[src/rtl/mdh_regs.svh]
// constants of the microcode download handler: opcodes, subcommands, flag bits, sizes
// assumes inclusion by bare name from the package and the design modules
// Operation
// - opcode 92h selects the microcode download handler
// - feature 03h offset mode, 07h single transfer
// - sector count: lba low high, count low
// - host sends whole sectors only, never partial
// - abort on reserved feature or security lock
// - failed requested reload sets uncorrectable flag
// - spin down after reload when spin-up disabled
// - offset mode offset: lba high and mid
// - host sends offset segments in ascending order
// - first offset segment starts at offset zero
// - offset mismatch aborts and discards gathered image
// - final segment: verify then store whole image
// - new firmware active after final transfer ends
// - other command executes and drops partial image
// - reset drops partial image, then resets
// - payload is opaque, passed on uninterpreted
`ifndef MDH_REGS_SVH
`define MDH_REGS_SVH
`define MDH_OP_DOWNLOAD 8'h92
`define MDH_SUB_OFFSET 8'h03
`define MDH_SUB_SINGLE 8'h07
`define MDH_SECTOR_PAD 8'h00
`define MDH_WORD_W 16
`define MDH_FIFO_DEPTH 16
`define MDH_ERR_ABT 2
`define MDH_ERR_UNC 6
`define MDH_ST_BSY 7
`define MDH_ST_RDY 6
`define MDH_ST_DF 5
`define MDH_ST_DSC 4
`define MDH_ST_DRQ 3
`define MDH_ST_ERR 0
`define MDH_ERR_RESET 8'h00
`define MDH_ST_RESET 8'h50
`define MDH_OFF_ZERO 16'h0000
`define MDH_WORDS_ZERO 24'h000000
`define MDH_WORDS_ONE 24'h000001
`endif

[src/rtl/mdh_pkg.sv]
// types shared by both ends of the microcode download handler
// assumes mdh_regs.svh is on the include path
`include "mdh_regs.svh"
package mdh_pkg;
   typedef enum logic [1:0] {
      MDH_D_IDLE = 2'b00,
      MDH_D_DATA = 2'b01,
      MDH_D_END = 2'b10
   } mdh_dev_state_t;
   typedef enum logic [1:0] {
      MDH_H_IDLE = 2'b00,
      MDH_H_CMD = 2'b01,
      MDH_H_DATA = 2'b10,
      MDH_H_WAIT = 2'b11
   } mdh_host_state_t;
   typedef struct packed {
      mdh_dev_state_t state;
      logic cmd_ready;
      logic [15:0] expected_off;
      logic [15:0] count;
      logic [23:0] words_left;
      logic final_seg;
      logic [7:0] error;
      logic [7:0] status;
      logic done;
      logic commit;
      logic discard;
      logic spin_down;
      logic fw_active;
      logic other_valid;
      logic [7:0] other_code;
   } mdh_dev_s_t;
   typedef struct packed {
      mdh_host_state_t state;
      logic cmd_valid;
      logic [7:0] code;
      logic [7:0] feature;
      logic [15:0] count;
      logic [15:0] offset;
      logic [15:0] seg_off;
      logic [23:0] words_left;
      logic dvalid;
      logic [15:0] dword;
      logic soft_reset;
      logic res_done;
      logic [7:0] res_status;
      logic [7:0] res_error;
   } mdh_host_s_t;
endpackage

[src/rtl/mdh_if.sv]
// command block, data stream and completion between host adapter and device handler
// assumes both ends share clk and sys_rst
`timescale 1ns/10ps
`default_nettype none
interface mdh_if;
   logic cmd_valid;
   logic cmd_ready;
   logic [7:0] cmd_code;
   logic [7:0] feature;
   logic [7:0] sector_count;
   logic [7:0] lba_low;
   logic [7:0] lba_mid;
   logic [7:0] lba_high;
   logic data_valid;
   logic data_ready;
   logic [15:0] data;
   logic done;
   logic [7:0] status;
   logic [7:0] error;
   logic soft_reset;
   modport dev (input cmd_valid, cmd_code, feature, sector_count, lba_low, lba_mid, lba_high,
                input data_valid, data, soft_reset,
                output cmd_ready, data_ready, done, status, error);
   modport host (output cmd_valid, cmd_code, feature, sector_count, lba_low, lba_mid, lba_high,
                 output data_valid, data, soft_reset,
                 input cmd_ready, data_ready, done, status, error);
endinterface
`default_nettype wire

[src/rtl/mdh_device.sv]
// device end: download command decode, segment check, image buffering and commit
// assumes one clock, synchronous reset, user-side inputs from logic on the same clock
`timescale 1ns/10ps
`default_nettype none
`include "mdh_regs.svh"
module mdh_fifo
   import mdh_pkg::*;
#(
   parameter int WIDTH = `MDH_WORD_W,
   parameter int DEPTH = `MDH_FIFO_DEPTH
) (
   // clock and reset
   input wire logic clk,
   input wire logic sys_rst,
   input wire logic flush,
   // fill side
   input wire logic in_valid,
   output logic in_ready,
   input wire logic [WIDTH-1:0] in_data,
   // drain side
   output logic out_valid,
   input wire logic out_ready,
   output logic [WIDTH-1:0] out_data
);
   localparam int AW = $clog2(DEPTH);
   typedef struct packed {
      logic [AW-1:0] wr_ptr;
      logic [AW-1:0] rd_ptr;
      logic [AW:0] used;
   } mdh_fifo_s_t;
   localparam logic [AW:0] FULL_COUNT = (AW+1)'(DEPTH);
   localparam logic [AW-1:0] LAST_PTR = AW'(DEPTH - 1);
   logic [WIDTH-1:0] mem [DEPTH];
   mdh_fifo_s_t r_reg, r_next;
   logic push, pop;
   assign in_ready = (r_reg.used != FULL_COUNT);
   assign out_valid = (r_reg.used != '0);
   assign out_data = mem[r_reg.rd_ptr];
   assign push = in_valid && in_ready;
   assign pop = out_valid && out_ready;
   always_comb begin
      r_next = r_reg;
      if (push) begin
         r_next.wr_ptr = (r_reg.wr_ptr == LAST_PTR) ? '0 : r_reg.wr_ptr + 1'b1;
      end
      if (pop) begin
         r_next.rd_ptr = (r_reg.rd_ptr == LAST_PTR) ? '0 : r_reg.rd_ptr + 1'b1;
      end
      if (push && !pop) begin
         r_next.used = r_reg.used + 1'b1;
      end else if (pop && !push) begin
         r_next.used = r_reg.used - 1'b1;
      end
      // flush wins: a dropped image must not leak a stale word
      if (flush) begin
         r_next = '0;
      end
   end
   always_ff @(posedge clk) begin
      if (sys_rst) begin
         r_reg <= '0;
      end else begin
         r_reg <= r_next;
      end
   end
   always_ff @(posedge clk) begin
      if (push) begin
         mem[r_reg.wr_ptr] <= in_data;
      end
   end
endmodule

module mdh_device
   import mdh_pkg::*;
(
   // clock and reset
   input wire logic clk,
   input wire logic sys_rst,
   // link to host adapter
   mdh_if.dev bus,
   // drive state
   input wire logic security_locked,
   input wire logic spinup_disabled,
   input wire logic [15:0] image_sectors,
   // reload outcome, sampled in the cycle before commit pulses
   input wire logic reload_requested,
   input wire logic reload_ok,
   // image store side
   output logic img_valid,
   input wire logic img_ready,
   output logic [15:0] img_data,
   output logic commit,
   output logic discard,
   output logic spin_down,
   output logic fw_active,
   // other commands passed on for execution
   output logic other_valid,
   output logic [7:0] other_code,
   // flags
   output logic [7:0] command_error_flags,
   output logic [7:0] command_status_flags
);
   mdh_dev_s_t r_reg, r_next;
   logic fifo_in_ready;
   logic push;
   logic [15:0] cmd_count;
   logic [15:0] cmd_off;
   logic [7:0] st_ok;
   logic [7:0] st_err;

   assign cmd_count = {bus.lba_low, bus.sector_count};
   assign cmd_off = {bus.lba_high, bus.lba_mid};
   assign push = bus.data_valid && fifo_in_ready && (r_reg.state == MDH_D_DATA);
   assign bus.data_ready = fifo_in_ready && (r_reg.state == MDH_D_DATA);

   // payload goes out untouched, the store owns its format
   mdh_fifo #(.WIDTH(`MDH_WORD_W), .DEPTH(`MDH_FIFO_DEPTH)) mdh_fifo_inst (
      .clk(clk),
      .sys_rst(sys_rst),
      .flush(r_reg.discard),
      .in_valid(push),
      .in_ready(fifo_in_ready),
      .in_data(bus.data),
      .out_valid(img_valid),
      .out_ready(img_ready),
      .out_data(img_data)
   );

   always_comb begin
      st_ok = '0;
      st_ok[`MDH_ST_RDY] = 1'b1;
      st_ok[`MDH_ST_DSC] = 1'b1;
      st_err = st_ok;
      st_err[`MDH_ST_ERR] = 1'b1;
      r_next = r_reg;
      r_next.done = 1'b0;
      r_next.commit = 1'b0;
      r_next.discard = 1'b0;
      r_next.spin_down = 1'b0;
      r_next.other_valid = 1'b0;
      case (r_reg.state)
         MDH_D_IDLE: begin
            r_next.cmd_ready = 1'b1;
            if (bus.cmd_valid && r_reg.cmd_ready) begin
               r_next.cmd_ready = 1'b0;
               r_next.error = `MDH_ERR_RESET;
               if (bus.cmd_code != `MDH_OP_DOWNLOAD) begin
                  r_next.other_valid = 1'b1;
                  r_next.other_code = bus.cmd_code;
                  r_next.discard = (r_reg.expected_off != `MDH_OFF_ZERO);
                  r_next.expected_off = `MDH_OFF_ZERO;
                  r_next.status = st_ok;
                  r_next.done = 1'b1;
               end else if (((bus.feature != `MDH_SUB_OFFSET) && (bus.feature != `MDH_SUB_SINGLE))
                            || security_locked) begin
                  r_next.error[`MDH_ERR_ABT] = 1'b1;
                  r_next.status = st_err;
                  r_next.done = 1'b1;
               end else if ((bus.feature == `MDH_SUB_OFFSET) && (cmd_off != r_reg.expected_off)) begin
                  r_next.error[`MDH_ERR_ABT] = 1'b1;
                  r_next.status = st_err;
                  r_next.discard = 1'b1;
                  r_next.expected_off = `MDH_OFF_ZERO;
                  r_next.done = 1'b1;
               end else begin
                  r_next.count = cmd_count;
                  r_next.words_left = {cmd_count, `MDH_SECTOR_PAD};
                  r_next.final_seg = (bus.feature == `MDH_SUB_SINGLE) ||
                                     (16'(cmd_off + cmd_count) == image_sectors);
                  r_next.status = '0;
                  r_next.status[`MDH_ST_BSY] = 1'b1;
                  r_next.status[`MDH_ST_DRQ] = 1'b1;
                  // a zero length segment has no data phase to wait for
                  r_next.state = (cmd_count == `MDH_OFF_ZERO) ? MDH_D_END : MDH_D_DATA;
               end
            end
         end
         MDH_D_DATA: begin
            if (push) begin
               r_next.words_left = r_reg.words_left - `MDH_WORDS_ONE;
               if (r_reg.words_left == `MDH_WORDS_ONE) begin
                  r_next.state = MDH_D_END;
               end
            end
         end
         MDH_D_END: begin
            r_next.state = MDH_D_IDLE;
            r_next.done = 1'b1;
            r_next.status = st_ok;
            if (r_reg.final_seg) begin
               // the store verifies and saves on commit
               r_next.commit = 1'b1;
               r_next.expected_off = `MDH_OFF_ZERO;
               if (reload_requested && !reload_ok) begin
                  r_next.error[`MDH_ERR_UNC] = 1'b1;
                  r_next.status = st_err;
               end else begin
                  r_next.fw_active = 1'b1;
               end
               r_next.spin_down = reload_requested && spinup_disabled;
            end else begin
               r_next.expected_off = 16'(r_reg.expected_off + r_reg.count);
            end
         end
         default: begin
            r_next.state = MDH_D_IDLE;
         end
      endcase
      // reset from the link overrides any command in flight but the spin_down and fw_active of a final MDH_D_END cycle
      if (bus.soft_reset) begin
         r_next.discard = (r_reg.expected_off != `MDH_OFF_ZERO) || (r_reg.state != MDH_D_IDLE);
         r_next.expected_off = `MDH_OFF_ZERO;
         r_next.state = MDH_D_IDLE;
         r_next.cmd_ready = 1'b0;
         r_next.error = `MDH_ERR_RESET;
         r_next.status = `MDH_ST_RESET;
         r_next.done = 1'b0;
         r_next.commit = 1'b0;
         r_next.other_valid = 1'b0;
      end
   end

   always_ff @(posedge clk) begin
      if (sys_rst) begin
         r_reg <= '0;
         r_reg.status <= `MDH_ST_RESET;
      end else begin
         r_reg <= r_next;
      end
   end

   assign bus.cmd_ready = r_reg.cmd_ready;
   assign bus.done = r_reg.done;
   assign bus.status = r_reg.status;
   assign bus.error = r_reg.error;
   assign commit = r_reg.commit;
   assign discard = r_reg.discard;
   assign spin_down = r_reg.spin_down;
   assign fw_active = r_reg.fw_active;
   assign other_valid = r_reg.other_valid;
   assign other_code = r_reg.other_code;
   assign command_error_flags = r_reg.error;
   assign command_status_flags = r_reg.status;
endmodule
`default_nettype wire

[src/flat_wrapper.sv]
// flat-port wrapper written by rule: the top's interface ports become plain ports
module mdh_device_flat import mdh_pkg::*;
  (clk, sys_rst, security_locked, spinup_disabled, image_sectors, reload_requested, reload_ok, img_valid, img_ready, img_data, commit, discard, spin_down, fw_active, other_valid, other_code, command_error_flags, command_status_flags, bus_cmd_valid, bus_cmd_code, bus_feature, bus_sector_count, bus_lba_low, bus_lba_mid, bus_lba_high, bus_data_valid, bus_data, bus_soft_reset, bus_cmd_ready, bus_data_ready, bus_done, bus_status, bus_error);
  mdh_if bus_i ();
  input wire logic clk;
  input wire logic sys_rst;
  input wire logic security_locked;
  input wire logic spinup_disabled;
  input wire logic [15:0] image_sectors;
  input wire logic reload_requested;
  input wire logic reload_ok;
  output logic img_valid;
  input wire logic img_ready;
  output logic [15:0] img_data;
  output logic commit;
  output logic discard;
  output logic spin_down;
  output logic fw_active;
  output logic other_valid;
  output logic [7:0] other_code;
  output logic [7:0] command_error_flags;
  output logic [7:0] command_status_flags;
  input wire logic [$bits(bus_i.cmd_valid)-1:0] bus_cmd_valid;
  input wire logic [$bits(bus_i.cmd_code)-1:0] bus_cmd_code;
  input wire logic [$bits(bus_i.feature)-1:0] bus_feature;
  input wire logic [$bits(bus_i.sector_count)-1:0] bus_sector_count;
  input wire logic [$bits(bus_i.lba_low)-1:0] bus_lba_low;
  input wire logic [$bits(bus_i.lba_mid)-1:0] bus_lba_mid;
  input wire logic [$bits(bus_i.lba_high)-1:0] bus_lba_high;
  input wire logic [$bits(bus_i.data_valid)-1:0] bus_data_valid;
  input wire logic [$bits(bus_i.data)-1:0] bus_data;
  input wire logic [$bits(bus_i.soft_reset)-1:0] bus_soft_reset;
  output wire logic [$bits(bus_i.cmd_ready)-1:0] bus_cmd_ready;
  output wire logic [$bits(bus_i.data_ready)-1:0] bus_data_ready;
  output wire logic [$bits(bus_i.done)-1:0] bus_done;
  output wire logic [$bits(bus_i.status)-1:0] bus_status;
  output wire logic [$bits(bus_i.error)-1:0] bus_error;
  assign bus_i.cmd_valid = bus_cmd_valid;
  assign bus_i.cmd_code = bus_cmd_code;
  assign bus_i.feature = bus_feature;
  assign bus_i.sector_count = bus_sector_count;
  assign bus_i.lba_low = bus_lba_low;
  assign bus_i.lba_mid = bus_lba_mid;
  assign bus_i.lba_high = bus_lba_high;
  assign bus_i.data_valid = bus_data_valid;
  assign bus_i.data = bus_data;
  assign bus_i.soft_reset = bus_soft_reset;
  assign bus_cmd_ready = bus_i.cmd_ready;
  assign bus_data_ready = bus_i.data_ready;
  assign bus_done = bus_i.done;
  assign bus_status = bus_i.status;
  assign bus_error = bus_i.error;
  mdh_device u_core (.clk(clk), .sys_rst(sys_rst), .bus(bus_i), .security_locked(security_locked), .spinup_disabled(spinup_disabled), .image_sectors(image_sectors), .reload_requested(reload_requested), .reload_ok(reload_ok), .img_valid(img_valid), .img_ready(img_ready), .img_data(img_data), .commit(commit), .discard(discard), .spin_down(spin_down), .fw_active(fw_active), .other_valid(other_valid), .other_code(other_code), .command_error_flags(command_error_flags), .command_status_flags(command_status_flags));
endmodule
[config.mk]
export PLATFORM = sky130hd
export DESIGN_NAME = mdh_device_flat
export DESIGN_NICKNAME = d
export VERILOG_FILES = /design/src/rtl/mdh_pkg.sv /design/src/rtl/mdh_if.sv /design/src/rtl/mdh_device.sv /design/src/flat_wrapper.sv
export VERILOG_INCLUDE_DIRS = /design/src /design/src/rtl
export SDC_FILE = /design/constraint.sdc
export NUM_CORES = 1
export LEC_CHECK = 0
export BUFFER_PORTS_ARGS = -buffer_cell sky130_fd_sc_hd__buf_2
export CAP_MARGIN = 20
export CORE_ASPECT_RATIO = 1.1
export CORE_MARGIN = 5
export CORE_UTILIZATION = 27
export DETAILED_ROUTE_END_ITERATION = 10
export HOLD_SLACK_MARGIN = 0.15
export PLACE_DENSITY = 0.52
export SETUP_SLACK_MARGIN = 0.2
export SLEW_MARGIN = 20
export SYNTH_ARGS = -nofsm -noshare
export SYNTH_HDL_FRONTEND = slang
export SYNTH_HIERARCHICAL = 1
export SYNTH_SLANG_ARGS = --single-unit
[constraint.sdc]
create_clock -name clk -period 3.6 [get_ports clk]
set_clock_uncertainty 0.05 [all_clocks]
set_input_delay 0.54 -clock clk [delete_from_list [all_inputs] [get_ports clk]]
set_output_delay 0.54 -clock clk [all_outputs]
set_load 0.05 [all_outputs]
Yosys cells after proc, flatten, opt, wreduce, memory -nomap -nowiden
Memory sizes are Yosys's and may differ from the RTL's. A register that Yosys moved wholly into a read port is not among the register bits.
Index checks and enable logic that the tools add are counted.
{"block": "totals", "register_bits": 97, "ramBits": 256, "mem_count": 1}
{"memory": "u_core.mdh_fifo_inst.mem", "words": 16, "word_bits": 16, "read_ports": 1, "rd_ports_with_merged_regs": 1, "wr": 1, "line": "mdh_device.sv:33", "source": "logic [WIDTH-1:0] mem [DEPTH];"}
{"block": "op_classes", "addsub": 7, "n_eq_ne": 23, "n_mux": 44, "bitwise_logic": 8, "reduce_logical": 40}
{"operator": "41-bit 2-to-1 mux", "n": 2}
{"operator": "77-bit 2-to-1 mux", "n": 1}
{"operator": "57-bit 2-to-1 mux", "n": 1}
{"operator": "16-bit 2-to-1 mux", "n": 3}
{"operator": "24-bit case mux with 2 select lines", "n": 1}
{"operator": "16-bit adder", "n": 2}
{"operator": "16-bit case mux with 2 select lines", "n": 1}
{"operator": "9-bit 2-to-1 mux", "n": 3}
{"operator": "24-bit by 1-bit == test with 1-bit output, second input constant", "n": 1}
{"operator": "24-bit 2-to-1 mux", "n": 1}
{"operator": "24-bit by 1-bit subtractor with 24-bit output, second input constant", "n": 1}
{"operator": "9-bit case mux with 2 select lines", "n": 1}
{"operator": "16-bit == test", "n": 1}
{"operator": "16-bit logical NOT", "n": 1}
{"operator": "4-bit 2-to-1 mux", "n": 4}
{"operator": "16-bit != test", "n": 1}
{"operator": "16-bit nonzero test", "n": 1}
{"operator": "1-bit 2-to-1 mux", "n": 15}
{"operator": "1-bit logical AND", "n": 12}
{"operator": "2-bit 2-to-1 mux", "n": 6}
{"operator": "6-bit AND reduction", "n": 2}
{"operator": "5-bit 2-to-1 mux", "n": 2}
{"operator": "2-bit != test, second input constant", "n": 5}
{"operator": "4-bit by 1-bit adder with 4-bit output, second input constant", "n": 2}
{"operator": "other kinds (30)", "n": 52}

Longest topological paths before layout
Gate-level depths: netlist of the first run.
{"block": "depth", "word_depth": 8, "mapped_depth": 12, "mapped_depth_nobuf": 12}

Cells and area by module
The synthesis of the first run kept the hierarchy.
{"mod": "mdh_fifo", "n_inst": 1, "cells_per_inst": 506, "area_per_inst_um2": 10556.4}
{"mod": "mdh_device", "n_inst": 1, "cells_per_inst": 691, "area_per_inst_um2": 5507.8}

Worst setup path before layout of the first run
OpenSTA, ideal clock, no wires.
{"block": "synth_timing", "path_type": "register -> register", "startpoint": "reg u_core/r_reg[89] (netlist name)", "endpoint": "mem u_core/mdh_fifo_inst/mem[0][0] (netlist name) (enable)", "setup_time_ns": 0.409, "arrival_ns": 2.738, "t_required_ns": 3.141, "path_slack_ns": 0.402, "path_stages_with_launch": 8, "path_buffers": 1, "period_less_slack_ns": 3.198, "path_cell_list": "dfxtp_1 > clkbuf_1 > nor2b_1 > nand3_1 > inv_1 > a21boi_2 > nand2_1 > nor3_1"}
{"block": "synth_between", "elab_chain_cells": 5}
{"item": "start, declared", "line": "mdh_device.sv:103", "source": "mdh_dev_s_t r_reg, r_next;"}
{"item": "start signal, assigned", "line": "mdh_device.sv:228", "source": "r_reg <= r_next;"}
{"item": "2-bit by 1-bit == test with 1-bit output", "line": "mdh_device.sv:113", "source": "assign push = bus.data_valid && fifo_in_ready && (r_reg.state == MDH_D_DATA);"}
{"item": "1-bit logical AND", "line": "mdh_device.sv:113"}
{"item": "via u_core.push", "line": "mdh_device.sv:105", "source": "logic push;"}
{"item": "1-bit logical AND", "line": "mdh_device.sv:39", "source": "assign push = in_valid && in_ready;"}
{"item": "via u_core.mdh_fifo_inst.push", "line": "mdh_device.sv:35", "source": "logic push, pop;"}
{"item": "1-bit 2-to-1 mux", "line": "mdh_device.sv:67", "source": "if (push) begin"}
{"item": "1-bit 2-to-1 mux (implied by the code)", "line": "mdh_device.sv:68", "source": "mem[r_reg.wr_ptr] <= in_data;"}
{"item": "end, declared", "line": "mdh_device.sv:33"}
The timed path passes the listed nets, and every way through them passes these cells.

==> metrics.md, run 1 <==
| Metric | Value |
|---|---|
| Status | `finished clean` |
| R2r setup slk | `440 ps` |
| Seq/Total Area, Yosys | `0.598` |
| Peak supply drop | `398 µV` |
| Clock power share | `0.401` |
| MaxCap Viol Count | `0` |
| CTS resizes | `1` |
| Top-count cell post-synth | `edfxtp_1` |
| Initial Utilization | `0.273` |
| Io pins | `155` |
| Register share of total power | `0.452` |
| Routed vias/inst | `4.89` |
| Synth area leaders | `edfxtp_1 (48%), dfxtp_1 (12%), mux4_2 (8.8%)` |
| Post-Layout Inst Area | `19000 µm²` |
| Post-synth EDFFs | `256` |
| Die ar. | `64500 µm²` |
| Ys Warns | `6` |
| Worst-path clk slew | `60 ps` |
| Wire per inst | `20.7 µm` |
| Synth top cells by count | `edfxtp_1 (256), nand2_1 (101), dfxtp_1 (96)` |
| Power share of the combinational group | `0.148` |
| Clock Sinks | `352` |
| Gr usage total | `0.134` |
| CP Capture Type | `output pin` |
| Async S/R FF share, synth | `0` |
| Max reg flops | `256` |
| P_leak | `0.00663 µW` |
| Detailed Place HPWL | `31100 µm` |
| Clock H-tree levels | `2` |
| CTS Root Cell | `clkbuf_16` |
| Final Hold Vio Count | `0` |
| Share of cells above drive strength 1 | `0.241` |
| Num rows | `93` |
| HP Class | `primary input to register` |
| Crit-path max FO | `36` |
| Routed WL | `44200 µm` |
| IO buf count | `136` |
| Synth unique cells | `76` |
| CP required | `3010 ps` |
| Setup Buffers After CTS | `0` |
| Post-synth top area share | `0.479` |
| Switching Fraction | `0.259` |
| Cell Area, Placed | `17700 µm²` |
| Pwr Density | `519 nW/µm²` |
| DRT iter0 DRCs | `641` |
| Post-Syn Instances | `1197` |
| Fin Setup TNS | `0 ps` |
| Fmax | `310 MHz` |
| Max_slew headroom | `0.544` |
| Vias in the first global route | `10900` |
| DRC | `0` |
| First-pass GRT wire length | `67100 µm` |
| Syn Std Cell Area | `16100 µm²` |
| Fin crit share | `0.895` |
| Pins over their slew limit | `0` |
| Number of synthesized register bits | `352` |
| Mapped Avg Cell Area | `13.4 µm²` |
| Psw | `2550 µW` |
| GRT Residual Overflow | `0` |
| Clk_lat worst skew | `550 ps` |
| Dominant cell type by area after synthesis | `edfxtp_1` |
| Startpoint Class | `register` |
| Most used DFF post-synth | `edfxtp_1` |
| Final ANT Viol Nets | `0` |
| CTS tree | `built` |
| 1st-pass router iterations | `5` |
| Syn-to-layout area delta | `18.0%` |
| Slew @ Worst Pin | `678 ps` |
| Crit path kind | `register to output pin` |
| Die X | `243 µm` |
| Crit path DAT | `2630 ps` |
| WHS | `188 ps` |
| Cts bufs inserted | `40` |
| Largest net degree at the start of global routing | `65` |
| Placer congestion estimate | `0.869` |
| Min Clock Period, post-route | `3220 ps` |
| Post-CTS Hold Buffers | `0` |
| Initial antenna violation count | `3` |
| Final #Nets | `1478` |
| Final setup vio count | `0` |
| DR vias | `10500` |
| CORE AREA | `58800 µm²` |
| Unrepaired setup endpoints after global routing | `false` |
| Int Power | `7290 µW` |
| CTS Buffer Depth | `3` |
| Die height | `266 µm` |
## metal layers
layer,routed length [µm],global-route usage,part of all wire
met5,13,0,0.00029
met2,22300,0.237,0.50
met3,2550,0.0289,0.058
met4,1160,0.0413,0.026
met1,18200,0.165,0.41
## cell type report
class                           count  area [µm²]
Clock inverter                     23         215
Inverter                           16        60.1
Clock buffer                       51        1060
Sequential cell                   352        9610
Tap cell                          760         951
Fill cell                        5796       39800
Multi-Input combinational cell    757        5990
Timing Repair Buffer              177        1060
Antenna cell                        1        2.50
## kinds of logic (layout without fill, tap and decap cells)
family | Yosys count | count (layout) | synth area share
mux | 72 | 72 | 0.0949
simple gates | 331 | 331 | 0.101
buf+inv | 105 | 267 | 0.0368
flops | 352 | 352 | 0.598
fa+ha+maj | 44 | 44 | 0.0357
xor+xnor | 66 | 66 | 0.0360
other cells | 1 | 19 | 0.000233
compound gates | 226 | 226 | 0.0968
## per-stage QoR
stage,util,instances,worst slack (ps),power [µW]
floorplan,-,1214,402,5620
global placement,0.301,2062,275,5980
detailed placement,0.301,2062,176,5990
CTS,0.322,2136,308,9970
global route,0.323,2136,211,10300
finish,0.323,2137,378,9830
## cell usage in the layout (no fill, tap or decap), drive strengths merged, types with 7 or more instances in the layout
cell type,n
edfxtp,256
buf,177
nand2,101
dfxtp,96
nor2,88
mux4,64
a21oi,54
clkbuf,51
a22oi,43
xor2,41
ha,41
o21ai,32
nor4,26
xnor2,25
nor3,24
nand3,23
clkinv,19
conb,18
inv,16
nand4,13
a211oi,13
a22o,13
a31oi,11
a21o,10
or3,8
mux2i,8
nand2b,8
a21boi,8
or2,7
## path summary, 6_finish.rpt
kind,from,endpoint,cells past startpoint
max,register,img_data[15],5
min,spinup_disabled,u_core/spin_down,3
max reg2reg,u_core/mdh_fifo_inst/r_reg[0],u_core/mdh_fifo_inst/r_reg[3],13
min reg2reg,u_core/other_code[3],u_core/other_code[3],2
## critical path, stage by stage (launching register included)
cell and delay (ps):
dfxtp_4 520, buf_12 340, mux4_2 540, a22oi_1 360, nand2_1 90, buf_2 220
## power by group through the flow
| stage | clock network (µW) | logic (µW) | registers [µW] |
|---|---|---|---|
| 3_3_place_gp | 0 | 1460 | 4520 |
| 5_1_grt | 4240 | 1570 | 4450 |
| 6_report | 3940 | 1450 | 4440 |
| 2_1_floorplan | 0 | 1120 | 4490 |
| 4_1_cts | 4060 | 1470 | 4440 |
| 3_5_place_dp | 0 | 1460 | 4520 |
(Power assumes the default switching activity.)
==> inputs of run 2 (changes only) <==
- clock period: 3.6 -> 3.11 ns (I/O delays scaled with it)
==> run 2 against run 1 <==
Clock-buffer cell count down 1. Sequential power increased by 16%. Power increased by 23%. Via count increased by 3.1%. Core utilization up 1.2 points. Flip-flop and latch count did not move. Register-to-register slack worse by 100 ps. Routed wire length is 5.5% higher. Worst setup slack got worse by 110 ps.
==> metrics.md, run 2 (same netlist as run 1, synthesis figures left out) <==
| Metric | Value |
|---|---|
| IO buf count | `136 (unchanged)` |
| Final #Nets | `1533 (was 1478)` |
| Wire per inst | `21.3 µm (was 20.7 µm)` |
| Pre-CTS setup slack | `116 ps (was 176 ps)` |
| Crit path buffers/inverters | `3 (was 2)` |
| Detailed Place HPWL | `32300 µm (was 31100 µm)` |
| First-pass GRT wire length | `69300 µm (was 67100 µm)` |
| Worst path max stage delay | `480 ps (was 540 ps)` |
| Initial Utilization | `0.273 (unchanged)` |
| Gr usage total | `0.140 (was 0.134)` |
| Initial antenna violation count | `1 (was 3)` |
| Clk_lat worst skew | `550 ps (about the same)` |
| Final setup vio count | `0 (unchanged)` |
| Peak supply drop | `327 µV (was 398 µV)` |
| Most frequent cells in the layout | `edfxtp_1 (256), buf_2 (128), nand2_1 (100) (was edfxtp_1 (256), buf_2 (136), nand2_1 (101))` |
| R2r setup slk | `340 ps (was 440 ps)` |
| CP Capture Type | `output pin (unchanged)` |
| Fin crit share | `0.915` |
| Routed vias/inst | `4.92 (was 4.89)` |
| Syn-to-layout area delta | `22.4% (was 18.0%)` |
| Slowest-stage cell, CP | `mux4_2 (unchanged)` |
| Num rows | `93 (unchanged)` |
| HP Class | `primary input to register (unchanged)` |
| RR Endpoint | `u_core/r_reg[85] (was u_core/mdh_fifo_inst/r_reg[3])` |
| Commonest non-fill, non-tap cell in the layout | `edfxtp_1 (unchanged)` |
| Critical path's top delay family | `buffers and inverters (unchanged)` |
| Slew @ Worst Pin | `585 ps (was 678 ps)` |
| Hold Path End | `u_core/fw_active (was u_core/spin_down)` |
| Max_slew headroom | `0.609 (was 0.544)` |
| Clock H-tree levels | `2 (unchanged)` |
| DR vias | `10800 (was 10500)` |
| Worst hold path depth | `2 (was 3)` |
| Status | `finished clean (unchanged)` |
| Number of fill cells | `5783 (was 5796)` |
| Die height | `266 µm (unchanged)` |
| Crit path DAT | `2330 ps (was 2630 ps)` |
| Antenna cells | `0 (was 1)` |
| CTS Root Cell | `clkbuf_16 (unchanged)` |
| 1st-pass router iterations | `7 (was 5)` |
| CP required | `2590 ps (was 3010 ps)` |
| MaxCap Viol Count | `0 (unchanged)` |
| Unrepaired setup endpoints after global routing | `true (was false)` |
| Fmax | `352 MHz` |
| Final ANT Viol Nets | `0 (unchanged)` |
| Setup WS post-layout | `266 ps (was 378 ps)` |
| DRT iter0 DRCs | `603 (was 641)` |
| GRT Residual Overflow | `0 (unchanged)` |
| Io pins | `155 (unchanged)` |
| Pwr Density | `614 nW/µm² (was 519 nW/µm²)` |
| CTS tree | `built (unchanged)` |
| Crit path kind | `register to output pin (unchanged)` |
| P_leak | `0.00697 µW (was 0.00663 µW)` |
| Final Hold Vio Count | `0 (unchanged)` |
| Cts bufs inserted | `40 (unchanged)` |
| Clock Sinks | `352 (unchanged)` |
| Fin Setup TNS | `0 ps (unchanged)` |
| CORE AREA | `58800 µm² (unchanged)` |
| Vias in the first global route | `11100 (was 10900)` |
| CP cell instances | `buf_16 > buf_12 > mux4_2 > a22oi_1 > nand2_1 > buf_2 (was buf_12 > mux4_2 > a22oi_1 > nand2_1 > buf_2)` |
| Worst R2R Path Depth | `10 (was 13)` |
| Worst-path clk slew | `60 ps (about the same)` |
| DRC | `0 (unchanged)` |
| Min Clock Period, post-route | `2840 ps` |
| Crit-path max FO | `9 (was 36)` |
| Largest net degree at the start of global routing | `44 (was 65)` |
| Max reg flops | `256 (unchanged)` |
| CTS Buffer Depth | `3 (unchanged)` |
| Routed WL | `46600 µm (was 44200 µm)` |
| Die X | `243 µm (unchanged)` |
| Share of cells above drive strength 1 | `0.276 (was 0.241)` |
| Pins over their slew limit | `0 (unchanged)` |
| Die ar. | `64500 µm² (unchanged)` |
| Placer congestion estimate | `0.904 (was 0.869)` |
| Hold path start | `sys_rst (was spinup_disabled)` |
| Final Core Density | `0.335 (was 0.323)` |
| Reg2reg start | `u_core/r_reg[71] (was u_core/mdh_fifo_inst/r_reg[0])` |
| Startpoint Class | `register (unchanged)` |
==> run 2: timing repair <==
item                                   in CTS  in global routing
setup endpoints to repair                  17                 18
setup buffers                               3                 14
cloned                                      0                  2
pin swaps                                   1                  5
endpoints found under the hold margin       8                  0
hold buffers                                9                  0
resized for setup                           9                 32
==> run 2: power by group <==
| part | internal (µW) | switching [µW] |
|---|---|---|
| registers | 5060 | 77.4 |
| logic | 907 | 1070 |
| clock network | 3020 | 1930 |
==> run 2: worst max path at each step <==
stage                     start                       endpoint  slack (ps)  cells past startpoint
2_1_floorplan  u_core/r_reg[89]  u_core/mdh_fifo_inst/r_reg[3]         220                     12
3_3_place_gp   u_core/r_reg[71]               u_core/r_reg[85]         130                     10
3_5_place_dp   u_core/r_reg[71]               u_core/r_reg[85]         120                     10
4_1_cts                register                    img_data[5]         150                      6
5_1_grt                register                   img_data[12]         160                      6
6_report               register                   img_data[12]         270                      6
==> run 2: layout make-up <==
class	count	area [µm²]	area share
Sequential cell	352	9620	0.489
Multi-Input combinational cell	757	6060	0.308
Timing Repair Buffer	232	1600	0.0815
Clock buffer	50	1060	0.0539
Tap cell	760	951	0.0484
Clock inverter	23	314	0.0160
Inverter	16	60.1	0.00305
==> run 2: per-layer routing <==
metal	track usage	wire length, µm
met1	0.175	19200
met2	0.242	23100
met3	0.0253	2510
met4	0.0567	1740
met5	0	13
==> run 2: through the flow <==
step                      power [µW]  cells  hold WS [ps]  instance area, µm²
after CTS                      12000   2174           172               19400
after global routing           12600   2190           185               19700
after detailed placement        7000   2089           403               17900
after global placement          7000   2089           397               17900
after floorplan                 6500   1214           386               16100
final                          12100   2190           206               19700
==> inputs of run 3 (changes only) <==
- CTS_BUF_LIST: default -> sky130_fd_sc_hd__clkbuf_16
==> run 3 against run 2 <==
Clock-buffer cell count fell by 9. Clock power about the same. Die area unchanged. Non-clock buffer count unchanged. Largest cell class unchanged. Largest power group unchanged. Highest routed layer unchanged.
==> metrics.md, run 3 (same netlist as run 1, synthesis figures left out) <==
| Metric | Value |
|---|---|
| P_leak | `0.00701 µW (was 0.00697 µW)` |
| R2r setup slk | `340 ps (about the same)` |
| Final Core Density | `0.335 (unchanged)` |
| Post-Layout Inst Area | `19700 µm² (unchanged)` |
| RR Endpoint | `u_core/r_reg[85] (unchanged)` |
| Final Hold Vio Count | `0 (unchanged)` |
| Cts bufs inserted | `40 (unchanged)` |
| Unrepaired setup endpoints after global routing | `true (unchanged)` |
| Slew @ Worst Pin | `585 ps (about the same)` |
| Final #Nets | `1533 (unchanged)` |
| Most frequent cells in the layout | `edfxtp_1 (256), buf_2 (128), nand2_1 (100) (unchanged)` |
| Final ANT Viol Nets | `0 (unchanged)` |
| Worst R2R Path Depth | `10 (unchanged)` |
| Wire per inst | `21.3 µm (about the same)` |
| Syn-to-layout area delta | `22.4% (unchanged)` |
| Io pins | `155 (unchanged)` |
| Peak supply drop | `327 µV (about the same)` |
| Crit path DAT | `2330 ps (about the same)` |
| WL met3 | `2440 µm (was 2510 µm)` |
| Pins over their slew limit | `0 (unchanged)` |
| Psw | `3080 µW (was 3070 µW)` |
| Die height | `266 µm (unchanged)` |
| Routed WL | `46700 µm (was 46600 µm)` |
| Startpoint Class | `register (unchanged)` |
| CORE AREA | `58800 µm² (unchanged)` |
| Num rows | `93 (unchanged)` |
| Share of cells above drive strength 1 | `0.276 (unchanged)` |
| Crit path capture | `img_data[12] (unchanged)` |
| Detailed Place HPWL | `32300 µm (unchanged)` |
| Initial antenna violation count | `1 (unchanged)` |
| Max_slew headroom | `0.609 (about the same)` |
| Reg2reg start | `u_core/r_reg[71] (unchanged)` |
| Switching Fraction | `0.256 (was 0.255)` |
| Final setup vio count | `0 (unchanged)` |
| MaxCap Viol Count | `0 (unchanged)` |
| CP Capture Type | `output pin (unchanged)` |
| Routed wire length on met2 | `23200 µm (was 23100 µm)` |
| IO buf count | `136 (unchanged)` |
| Int Power | `8960 µW (was 8990 µW)` |
| CP required | `2590 ps (about the same)` |
| Pre-CTS setup slack | `116 ps (unchanged)` |
| Cell Area, Placed | `17900 µm² (unchanged)` |
| Clock power share | `0.409 (was 0.410)` |
| Max layer used | `met5 (unchanged)` |
| First-pass GRT wire length | `69300 µm (unchanged)` |
| Commonest non-fill, non-tap cell in the layout | `edfxtp_1 (unchanged)` |
| GRT Residual Overflow | `0 (unchanged)` |
| Routed vias/inst | `4.90 (was 4.92)` |
| Clk_lat worst skew | `550 ps (about the same)` |
| Fin Setup TNS | `0 ps (unchanged)` |
| Die ar. | `64500 µm² (unchanged)` |
| Status | `finished clean (unchanged)` |
| Setup WS post-layout | `262 ps (was 266 ps)` |
| Wire length on met1 | `19300 µm (was 19200 µm)` |
| Power share of the combinational group | `0.164 (about the same)` |
| HP Class | `primary input to register (unchanged)` |
| Max reg flops | `256 (unchanged)` |
| Fin crit share | `0.916 (was 0.915)` |
| Crit-path max FO | `9 (unchanged)` |
| Clock H-tree levels | `2 (unchanged)` |
| Clock Sinks | `352 (unchanged)` |
| Worst-path clk slew | `60 ps (about the same)` |
| Placer congestion estimate | `0.904 (unchanged)` |
| CTS tree | `built (unchanged)` |
| DRC | `0 (unchanged)` |
| Min Clock Period, post-route | `2850 ps (was 2840 ps)` |
| Die X | `243 µm (unchanged)` |
| Pwr Density | `612 nW/µm² (was 614 nW/µm²)` |
| CTS Buffer Depth | `3 (unchanged)` |
| Gr usage total | `0.140 (unchanged)` |
| CTS Root Cell | `clkbuf_16 (unchanged)` |
| 1st-pass router iterations | `7 (unchanged)` |
| Antenna cells | `0 (unchanged)` |
| Register share of total power | `0.427 (was 0.426)` |
| Fmax | `351 MHz (was 352 MHz)` |
| Largest net degree at the start of global routing | `44 (unchanged)` |
| DR vias | `10700 (was 10800)` |
| Initial Utilization | `0.273 (unchanged)` |
| DRT iter0 DRCs | `613 (was 603)` |
| Crit path kind | `register to output pin (unchanged)` |
| Vias in the first global route | `11100 (unchanged)` |
-- run 3: how the worst min path moves through the flow --
| stage | startpoint | end | slack [ps] | cells after the start |
|---|---|---|---|---|
| global route | sys_rst | u_core/fw_active | 180 | 2 |
| global placement | u_core/other_code[3] | u_core/other_code[3] | 400 | 2 |
| floorplan | u_core/r_reg[55] | u_core/r_reg[55] | 390 | 2 |
| finish | sys_rst | u_core/fw_active | 210 | 2 |
| detailed placement | u_core/r_reg[64] | u_core/r_reg[64] | 400 | 2 |
| CTS | sys_rst | u_core/fw_active | 170 | 2 |
-- run 3: critical path, cell delays in order (launching register included) --
cell	delay, ps
dfxtp_4	470
buf_16	180
buf_12	120
mux4_2	480
a22oi_1	250
nand2_1	70
buf_2	210
-- run 3: through the flow --
step / hold WS (ps) / power [µW] / cells
2_1_floorplan: 386 / 6500 / 1214
4_1_cts: 172 / 12000 / 2174
6_report: 206 / 12000 / 2190
3_3_place_gp: 397 / 7000 / 2089
3_5_place_dp: 403 / 7000 / 2089
5_1_grt: 185 / 12500 / 2190
-- run 3: routing by layer --
| layer | track usage | vias to the layer above |
|---|---|---|
| li1 | - | 4970 |
| met1 | 0.175 | 5315 |
| met2 | 0.242 | 360 |
| met3 | 0.0253 | 77 |
| met4 | 0.0567 | 2 |
| met5 | 0 | - |
-- run 3: power by group through the flow --
stage          clock network, µW  logic, µW  registers [µW]
6_report                    4920       1980            5140
2_1_floorplan                  0       1300            5200
3_5_place_dp                   0       1760            5240
4_1_cts                     5070       1820            5130
5_1_grt                     5250       2120            5150
3_3_place_gp                   0       1750            5240
-- run 3: timing repair --
| action | CTS | global route |
|---|---|---|
| buffers inserted | 3 | 14 |
| pin swaps | 1 | 5 |
| gates resized for setup | 9 | 32 |
| setup endpoints to repair | 17 | 18 |
| hold buffers | 9 | 0 |
| gates cloned | 0 | 2 |
| endpoints found under the hold margin | 8 | 0 |
-- run 3: cell type report --
type	instances	area, µm²
clock inverters	32	348
repair buffers	232	1600
clock buffers	41	1030
multi-input cells	757	6060
inverters	16	60.1
fillers	5783	39100
well taps	760	951
flip-flops and latches	352	9620
